### src/rtl/pst_pkg.sv
// Constants and types for the pixel sample timing configuration block.
// Assumes one 25 MHz clock; each phase position is one clock cycle.
package pst_pkg;

  // Register indexes; byte address is four times the index
  localparam logic [7:0] IDX_CLAMP_RISE = 8'h20;
  localparam logic [7:0] IDX_CLAMP_FALL = 8'h21;
  localparam logic [7:0] IDX_SAMP_RISE = 8'h22;
  localparam logic [7:0] IDX_SAMP_FALL = 8'h23;
  localparam logic [7:0] IDX_BAND = 8'h25;
  localparam logic [7:0] IDX_DLL_CTL = 8'h28;
  localparam logic [7:0] IDX_MODE = 8'h29;
  localparam logic [7:0] IDX_LOCK_STAT = 8'h2a;
  localparam logic [7:0] IDX_IRQ_STAT = 8'h2b;
  localparam logic [7:0] IDX_IRQ_MASK = 8'h2c;

  // Values after reset
  localparam logic [5:0] RST_CLAMP_RISE = 6'h08;
  localparam logic [5:0] RST_CLAMP_FALL = 6'h1c;
  localparam logic [5:0] RST_SAMP_RISE = 6'h28;
  localparam logic [5:0] RST_SAMP_FALL = 6'h3c;
  localparam logic [7:0] RST_BAND = 8'h02;
  localparam logic [7:0] RST_DLL_CTL = 8'h0f;
  localparam logic [7:0] RST_MODE = 8'h00;
  localparam logic [1:0] RST_IRQ_MASK = 2'h0;

  // Field positions and codes
  localparam int BAND_LSB = 4;
  localparam int SH_BIT = 7;
  localparam int DLL_RST_BIT = 0;
  localparam int FALSE_LOCK_BIT = 0;
  localparam int IRQ_FALSE_LOCK = 0;
  localparam int IRQ_LOCKED = 1;
  localparam logic [1:0] DLL_RANGE_RSVD = 2'h3;
  localparam logic [2:0] BAND_MAX = 3'h5;

  // Phase positions per pixel period and lock acquisition time
  localparam int PHASES = 64;
  localparam logic [7:0] LOCK_CYCLES = 8'h80;

  typedef enum logic [1:0] {
    DLL_RESET = 2'b00,
    DLL_ACQUIRE = 2'b01,
    DLL_LOCKED = 2'b11
  } dll_state_e;

endpackage

### src/rtl/phase_if.sv
// Link between the register block and the phase generator.
// Assumes both ends run on the same pclk.
`timescale 1ns/1ps
`default_nettype none
interface phase_if;
  logic [5:0] phase;
  logic restart;
  logic locked;
  logic lock_event;
  modport gen (input restart, output phase, output locked,
               output lock_event);
  modport cons (output restart, input phase, input locked,
                input lock_event);
endinterface
`default_nettype wire

### src/rtl/phase_gen.sv
// Phase generator: steps a 64-position pixel phase and tracks lock.
// Assumes restart is a one-cycle pulse from the register block.
`timescale 1ns/1ps
`default_nettype none
module phase_gen
  import pst_pkg::*;
(
  input wire logic pclk,
  input wire logic presetn,
  phase_if.gen pif
);

  typedef struct packed {
    dll_state_e state;
    logic [5:0] phase;
    logic [7:0] cnt;
    logic locked;
    logic lock_event;
  } gen_s;

  gen_s cur_r;
  gen_s cur_nxt;

  always_comb
  begin
    cur_nxt = cur_r;
    cur_nxt.lock_event = 1'b0;
    if (pif.restart)
    begin
      cur_nxt.state = DLL_RESET;
      cur_nxt.phase = 6'h00;
      cur_nxt.cnt = 8'h00;
      cur_nxt.locked = 1'b0;
    end
    else
    begin
      unique case (cur_r.state)
        DLL_RESET:
          cur_nxt.state = DLL_ACQUIRE;
        DLL_ACQUIRE:
        begin
          cur_nxt.phase = cur_r.phase + 6'h01;
          cur_nxt.cnt = cur_r.cnt + 8'h01;
          if (cur_r.cnt == LOCK_CYCLES - 8'h01)
          begin
            cur_nxt.state = DLL_LOCKED;
            cur_nxt.locked = 1'b1;
            cur_nxt.lock_event = 1'b1;
          end
        end
        DLL_LOCKED:
          cur_nxt.phase = cur_r.phase + 6'h01;
        default:
          cur_nxt.state = DLL_RESET;
      endcase
    end
  end

  always_ff @(posedge pclk or negedge presetn)
  begin
    if (!presetn)
      cur_r <= '{DLL_RESET, 6'h00, 8'h00, 1'b0, 1'b0};
    else
      cur_r <= cur_nxt;
  end

  assign pif.phase = cur_r.phase;
  assign pif.locked = cur_r.locked;
  assign pif.lock_event = cur_r.lock_event;
endmodule // phase_gen
`default_nettype wire

### src/rtl/pixel_sample_timing_config.sv
// Clamp and sample pulse timing with its register file on APB.
// Assumes synchronous inputs; one pclk cycle is one phase position.
// Summary of operation
// RL1 - Clamp pulse rises at the clamp start index, 0 to 63.
// RL2 - Clamp pulse falls at the clamp end index, 0 to 63.
// RL3 - Clamp indexes act only in double sampling mode.
// RL4 - Sample pulse rises at the sample start index, 0 to 63.
// RL5 - Sample pulse falls at the sample end index, 0 to 63.
// RL6 - Loop range 10, 01, 00 picks lock band; 11 is reserved.
// RL7 - Input clock band codes 000 to 101; 110 and 111 unused.
// RL8 - Writing one resets the loop; the bit then clears itself.
// RL9 - Software writes all timing registers with baselines after power-up.
// RL10 - Index registers keep six bits; upper bits read zero.
// RL11 - Mode bit set selects sample-and-hold, clear double sampling.
// RL12 - Read-only flag reports loop locked at half frequency.
`timescale 1ns/1ps
`default_nettype none
module pixel_sample_timing_config
  import pst_pkg::*;
(
  input wire logic pclk,
  input wire logic presetn,
  input wire logic psel,
  input wire logic penable,
  input wire logic pwrite,
  input wire logic [11:0] paddr,
  input wire logic [31:0] pwdata,
  output logic [31:0] prdata,
  output logic pready,
  output logic pslverr,
  input wire logic half_lock_in,
  output logic clamp_pulse,
  output logic sample_pulse,
  output logic dll_reset,
  output logic [1:0] dll_range,
  output logic [2:0] clock_band,
  output logic sample_hold_mode,
  output logic irq
);

  typedef struct packed {
    logic [5:0] clamp_rise;
    logic [5:0] clamp_fall;
    logic [5:0] samp_rise;
    logic [5:0] samp_fall;
    logic band_hi;
    logic [2:0] band;
    logic [1:0] band_mid;
    logic [1:0] dll_range;
    logic [6:0] dll_ctl_hi;
    logic dll_rst;
    logic [6:0] mode_lo;
    logic sh_mode;
    logic false_lock;
    logic [1:0] irq_stat;
    logic [1:0] irq_mask;
    logic irq;
    logic pready;
    logic [31:0] prdata;
    logic pslverr;
    logic clamp;
    logic sample;
  } regs_s;

  regs_s cur_r;
  regs_s cur_nxt;

  phase_if pif ();

  phase_gen u_phase_gen (
    .pclk(pclk),
    .presetn(presetn),
    .pif(pif.gen)
  );

  logic [7:0] idx;
  logic setup;
  logic access;
  logic wr;
  logic mapped;
  logic [31:0] rd_word;
  logic [1:0] irq_set;
  logic [1:0] irq_clr;

  // Empty window when start equals end; wraps when start is past end
  function automatic logic in_window(
    input logic [5:0] ph,
    input logic [5:0] rise,
    input logic [5:0] fall
  );
    if (rise <= fall)
      in_window = (ph >= rise) && (ph < fall);
    else
      in_window = (ph >= rise) || (ph < fall);
  endfunction

  assign idx = paddr[9:2];
  assign setup = psel && !penable;
  assign access = psel && penable && cur_r.pready;
  assign wr = access && pwrite;

  always_comb
  begin
    mapped = 1'b1;
    rd_word = 32'h0000_0000;
    unique case (idx)
      IDX_CLAMP_RISE:
        rd_word[5:0] = cur_r.clamp_rise; // [RL10]
      IDX_CLAMP_FALL:
        rd_word[5:0] = cur_r.clamp_fall; // [RL10]
      IDX_SAMP_RISE:
        rd_word[5:0] = cur_r.samp_rise; // [RL10]
      IDX_SAMP_FALL:
        rd_word[5:0] = cur_r.samp_fall; // [RL10]
      IDX_BAND:
        rd_word[7:0] = {cur_r.band_hi, cur_r.band,
                        cur_r.band_mid, cur_r.dll_range};
      IDX_DLL_CTL:
        rd_word[7:0] = {cur_r.dll_ctl_hi, cur_r.dll_rst};
      IDX_MODE:
        rd_word[7:0] = {cur_r.sh_mode, cur_r.mode_lo};
      IDX_LOCK_STAT:
        rd_word[FALSE_LOCK_BIT] = cur_r.false_lock; // [RL12]
      IDX_IRQ_STAT:
        rd_word[1:0] = cur_r.irq_stat;
      IDX_IRQ_MASK:
        rd_word[1:0] = cur_r.irq_mask;
      default:
        mapped = 1'b0;
    endcase
    if (paddr[11:10] != 2'h0 || paddr[1:0] != 2'h0)
      mapped = 1'b0;
  end

  // Events are the rise of the false lock flag and a completed lock
  always_comb
  begin
    irq_set = 2'h0;
    // No event while a loop reset is dropping the flag
    irq_set[IRQ_FALSE_LOCK] = !cur_r.false_lock && pif.locked
                              && half_lock_in && !cur_r.dll_rst; // [RL12]
    irq_set[IRQ_LOCKED] = pif.lock_event;
    irq_clr = 2'h0;
    // Only bits that were actually returned are cleared
    if (access && !pwrite && idx == IDX_IRQ_STAT && !cur_r.pslverr)
      irq_clr = cur_r.prdata[1:0];
  end

  always_comb
  begin
    cur_nxt = cur_r;
    // Answer one cycle after setup, so every access has one wait-free slot
    cur_nxt.pready = setup;
    cur_nxt.pslverr = setup && !mapped;
    if (setup)
      cur_nxt.prdata = mapped ? rd_word : 32'h0000_0000;
    else if (access)
      cur_nxt.prdata = 32'h0000_0000;
    // Self-clearing: the restart pulse is the reset being applied
    cur_nxt.dll_rst = 1'b0; // [RL8]
    if (wr && !cur_r.pslverr)
    begin
      unique case (idx)
        IDX_CLAMP_RISE:
          cur_nxt.clamp_rise = pwdata[5:0]; // [RL10]
        IDX_CLAMP_FALL:
          cur_nxt.clamp_fall = pwdata[5:0]; // [RL10]
        IDX_SAMP_RISE:
          cur_nxt.samp_rise = pwdata[5:0]; // [RL10]
        IDX_SAMP_FALL:
          cur_nxt.samp_fall = pwdata[5:0]; // [RL10]
        IDX_BAND:
        begin
          cur_nxt.band_hi = pwdata[7];
          cur_nxt.band_mid = pwdata[3:2];
          // Reserved codes are dropped, old field kept
          if (pwdata[BAND_LSB+:3] <= BAND_MAX)
            cur_nxt.band = pwdata[BAND_LSB+:3]; // [RL7]
          if (pwdata[1:0] != DLL_RANGE_RSVD)
            cur_nxt.dll_range = pwdata[1:0]; // [RL6]
        end
        IDX_DLL_CTL:
        begin
          cur_nxt.dll_ctl_hi = pwdata[7:1];
          cur_nxt.dll_rst = pwdata[DLL_RST_BIT]; // [RL8]
        end
        IDX_MODE:
        begin
          cur_nxt.sh_mode = pwdata[SH_BIT]; // [RL11]
          cur_nxt.mode_lo = pwdata[6:0];
        end
        IDX_IRQ_MASK:
          cur_nxt.irq_mask = pwdata[1:0];
        default:
          cur_nxt.irq_mask = cur_r.irq_mask;
      endcase
    end
    // Flag is sampled only once locked and dropped by a loop reset
    if (cur_r.dll_rst)
      cur_nxt.false_lock = 1'b0; // [RL12]
    else if (pif.locked && half_lock_in)
      cur_nxt.false_lock = 1'b1; // [RL12]
    // Set wins over a read clear in the same cycle
    cur_nxt.irq_stat = (cur_r.irq_stat & ~irq_clr) | irq_set;
    // Next mask too, so irq never lags a mask write
    cur_nxt.irq = |(cur_nxt.irq_stat & cur_nxt.irq_mask);
    // Clamp is held low in sample-and-hold mode
    cur_nxt.clamp = !cur_r.sh_mode
                    && in_window(pif.phase, cur_r.clamp_rise,
                                 cur_r.clamp_fall); // [RL1] [RL2] [RL3]
    cur_nxt.sample = in_window(pif.phase, cur_r.samp_rise,
                               cur_r.samp_fall); // [RL4] [RL5]
  end

  always_ff @(posedge pclk or negedge presetn)
  begin
    if (!presetn)
    begin
      cur_r <= '0;
      cur_r.clamp_rise <= RST_CLAMP_RISE;
      cur_r.clamp_fall <= RST_CLAMP_FALL;
      cur_r.samp_rise <= RST_SAMP_RISE;
      cur_r.samp_fall <= RST_SAMP_FALL;
      cur_r.band_hi <= RST_BAND[7];
      cur_r.band <= RST_BAND[6:4];
      cur_r.band_mid <= RST_BAND[3:2];
      cur_r.dll_range <= RST_BAND[1:0];
      cur_r.dll_ctl_hi <= RST_DLL_CTL[7:1];
      // Loop reset runs once right after power-up
      cur_r.dll_rst <= RST_DLL_CTL[0];
      cur_r.sh_mode <= RST_MODE[7];
      cur_r.mode_lo <= RST_MODE[6:0];
      cur_r.irq_mask <= RST_IRQ_MASK;
    end
    else
      cur_r <= cur_nxt;
  end

  assign pif.restart = cur_r.dll_rst; // [RL8]

  assign prdata = cur_r.prdata;
  assign pready = cur_r.pready;
  assign pslverr = cur_r.pslverr;
  assign clamp_pulse = cur_r.clamp;
  assign sample_pulse = cur_r.sample;
  assign dll_reset = cur_r.dll_rst;
  assign dll_range = cur_r.dll_range;
  assign clock_band = cur_r.band;
  assign sample_hold_mode = cur_r.sh_mode;
  assign irq = cur_r.irq;
endmodule // pixel_sample_timing_config
`default_nettype wire

### config.mk
export PLATFORM = sky130hd
export DESIGN_NAME = pixel_sample_timing_config
export DESIGN_NICKNAME = d
export VERILOG_FILES = /design/src/rtl/pst_pkg.sv /design/src/rtl/phase_if.sv /design/src/rtl/phase_gen.sv /design/src/rtl/pixel_sample_timing_config.sv
export SDC_FILE = /design/constraint.sdc
export NUM_CORES = 1
export LEC_CHECK = 0
export BUFFER_PORTS_ARGS = -buffer_cell sky130_fd_sc_hd__buf_2
export CAP_MARGIN = 30
export CELL_PAD_IN_SITES_DETAIL_PLACEMENT = 0
export CELL_PAD_IN_SITES_GLOBAL_PLACEMENT = 1
export CORE_MARGIN = 2
export CORE_UTILIZATION = 43
export DETAILED_ROUTE_END_ITERATION = 7
export PLACE_DENSITY = 0.79
export SETUP_SLACK_MARGIN = 0.02
export SKIP_CTS_REPAIR_TIMING = 1
export SLEW_MARGIN = 10
export SYNTH_ARGS = -nofsm -noshare
export SYNTH_HDL_FRONTEND = slang
export SYNTH_SLANG_ARGS = --single-unit
### constraint.sdc
create_clock -name pclk -period 2.47 [get_ports pclk]
set_input_delay 0.247 -clock pclk [delete_from_list [all_inputs] [get_ports pclk]]
set_output_delay 0.247 -clock pclk [all_outputs]
set_load 0.02 [all_outputs]
==> run metrics <==
Yosys reg bits=84; height of the die=111 µm; WL per Instance=16.2 µm; Detailed Route Iter0 Violations=142; DR top layer=met4; CTS tree=built; Worst Hold Depth=2; vias in the first global route=3577; Max Fclk=490 MHz; total power=3.54 mW; Rows=39; Final setup viols=0; Post-Synthesis Cells=495; distinct cell type count after synthesis=61; Initial Util=43.8%; R2R setup slack=0.43 ns; CTS buffer count=9; CTS sink cnt=84; Max Cap Viol=0; global-route usage over all layers=18.9%; min-delay src=penable; Port Buf Inserts=45; DRT Pass-1 Iters=4; GRT overflow=0; Clock Skew=0.00544 ns; Async S/R FF share, synth=100%; Critical R2R Capture=sample_pulse; setup_tns=0 ns; M1 WL=5.19 mm; HPWL after detailed placement=8.45 mm; gpl congestion=0.822; first-pass GRT wire length=18.6 mm; Startpoint Class=register; RSZ-0062 raised after global routing=false; WL final=11.0 mm; area delta synth->final=10.4%; Syn Area/Cell=10.0 µm²; Via density=5.30; Critical Path End Type=register; # IOs=94; largest net degree at the start of global routing=35; Root Buffer=clkbuf_16; status=finished, final reports clean; Critical Path AT=2.25 ns; Crit Path Category=reg -> reg; Peak VDD IR=0.334 mV; WL met3=419 µm; antenna violations before repair=0; placed inst area=0.00516 mm²; Core Area=0.0113 mm²; register area share after synthesis=42.8%; worst endpoint required time=2.68 ns; Most used DFF post-synth=dfrtp_1; DIE WIDTH=111 µm; die area=0.0124 mm²; met2 wire length=5.22 mm; r2r startpoint=cur_r[70]; HP Class=in -> reg; pwr dens=647 mW/mm²; Slew @ Worst Pin=0.646 ns; crit share post-route=82.5%; clock buffer depth=2; R2R cell count=6; worst hold endpoint=pready; share of post-route cells with drive strength above 1=23.0%; Antenna Nets Post-Route=0; slew margin rel.=56.7%; Worst-Skew Late Latency=0.34 ns; worst-path fanout max=3; yosys warns=0; DR vias=3595; DRC=0; mapped cell area=0.00495 mm²; CTS clock-pin slew for the worst setup and hold paths=0.07 ns; count of flip-flops with a built-in enable after synthesis=0; Final min period=2.04 ns; fin area=0.00547 mm²; final slew viol count=0; Pleak=2.66 nW; Final Hold Vio Count=0; Final Net Count=616; Ant. Diodes=0; H-tree depth=3
registers in the layout, indices dropped and copies added (netlist names):
signal / count
cur_r: 46
u_phase_gen.cur_r: 10
prdata: 8
u_phase_gen.pif.phase: 6
clock_band: 3
dll_range: 2
clamp_pulse: 1
dll_reset: 1
irq: 1
pready: 1
pslverr: 1
sample_hold_mode: 1
sample_pulse: 1
u_phase_gen.pif.lock_event: 1
u_phase_gen.pif.locked: 1
kinds of logic (layout without fill, tap and decap cells):
logic type | after synthesis | count (layout) | share of synthesized area, %
AO/OA/AOI/OAI | 109 | 109 | 13.4
XOR/XNOR | 9 | 9 | 1.59
adder cells (fa/ha/maj) | 37 | 37 | 9.30
buffers and inverters | 85 | 102 | 9.72
flip-flops | 84 | 84 | 42.8
multiplexers | 34 | 34 | 8.49
other | 1 | 24 | 0.0757
AND/OR/NAND/NOR | 136 | 136 | 14.7
metrics by stage:
| step | worst slack [ns] | hold slack (ns) | instances | util [%] |
|---|---|---|---|---|
| 3_5_place_dp | 0.372 | 0.221 | 661 | 45.5 |
| 2_1_floorplan | 0.613 | -0.0486 | 518 | - |
| 3_3_place_gp | 0.416 | 0.216 | 661 | 45.5 |
| 5_1_grt | 0.317 | 0.134 | 678 | 48.3 |
| 4_1_cts | 0.452 | -0.144 | 677 | 48.2 |
| 6_report | 0.431 | 0.125 | 678 | 48.3 |
critical path: stages, from the launching register on:
cell	delay [ns]
dfstp_2	0.54
inv_1	0.07
ha_1	0.34
a21oi_1	0.14
a21boi_0	0.11
o32a_1	0.36
maj3_1	0.36
power breakdown:
group	leakage, nW	internal, mW	switching [mW]	total, mW
clock	0.138	0.789	0.573	1.36
sequential	1.02	1.50	0.149	1.65
combinational	1.51	0.210	0.315	0.525
Yosys cell counts, types with 3 or more instances:
cell type	count	area share, %
nor2b_1	6	0.76
a31oi_1	5	0.63
xor2_1	6	1.1
a21oi_1	18	1.8
inv_1	29	2.2
nand3_1	12	1.2
ha_1	36	9.1
a211oi_1	4	0.61
mux2_2	24	5.5
or3_1	4	0.51
and3_1	3	0.38
nor3_1	5	0.51
a22oi_1	4	0.61
nand2_1	52	3.9
nor2_2	3	0.38
nand2b_1	5	0.63
buf_2	12	1.2
o22ai_1	4	0.51
dfstp_2	15	8.0
xnor2_1	3	0.53
nand3b_1	3	0.45
a21o_1	3	0.45
o22a_1	6	1.1
nand4_1	6	0.76
dfrtp_1	69	35
mux4_2	4	1.8
o21ai_0	46	4.6
nor2_1	23	1.7
mux2i_1	6	1.2
buf_4	37	5.6
clkbuf_1	4	0.30
worst max path at each step:
stage | end | slack [ns] | cells past startpoint | start
3_3_place_gp | cur_r[44] | 0.42 | 5 | paddr[6]
3_5_place_dp | cur_r[72] | 0.37 | 5 | paddr[6]
6_report | sample_pulse | 0.43 | 6 | cur_r[70]
4_1_cts | sample_pulse | 0.45 | 6 | cur_r[70]
2_1_floorplan | sample_pulse | 0.61 | 6 | cur_r[70]
5_1_grt | sample_pulse | 0.32 | 6 | cur_r[70]
per-layer routing:
layer,up-vias,GRT usage (%)
met4,0,6.17
met2,81,30.7
met1,1747,25.9
li1,1754,-
met3,13,3.10
met5,-,0
final cells by class:
class                   instances  area, µm²
fillers                      1051       5850
multi-input cells             349       2440
flip-flops and latches         84       2120
repair buffers                 57        320
clock buffers                   9        225
well taps                     143        179
inverters                      29        109
clock inverters                 7       75.1
layout by cell type (no fill, tap or decap), types with 6 or more instances in the layout:
cell	netlist	layout
nand3_1	12	12
xor2_1	6	6
o22a_1	6	6
o21ai_0	46	46
conb_1	1	24
ha_1	36	36
mux2_2	24	24
nor2b_1	6	6
buf_2	12	44
buf_4	37	12
dfstp_2	15	15
clkbuf_16	0	9
nor2_1	23	23
dfrtp_1	69	69
inv_1	29	29
a21oi_1	18	18
nand4_1	6	6
mux2i_1	6	6
nand2_1	52	52
Power figures use the tool's default switching activity.
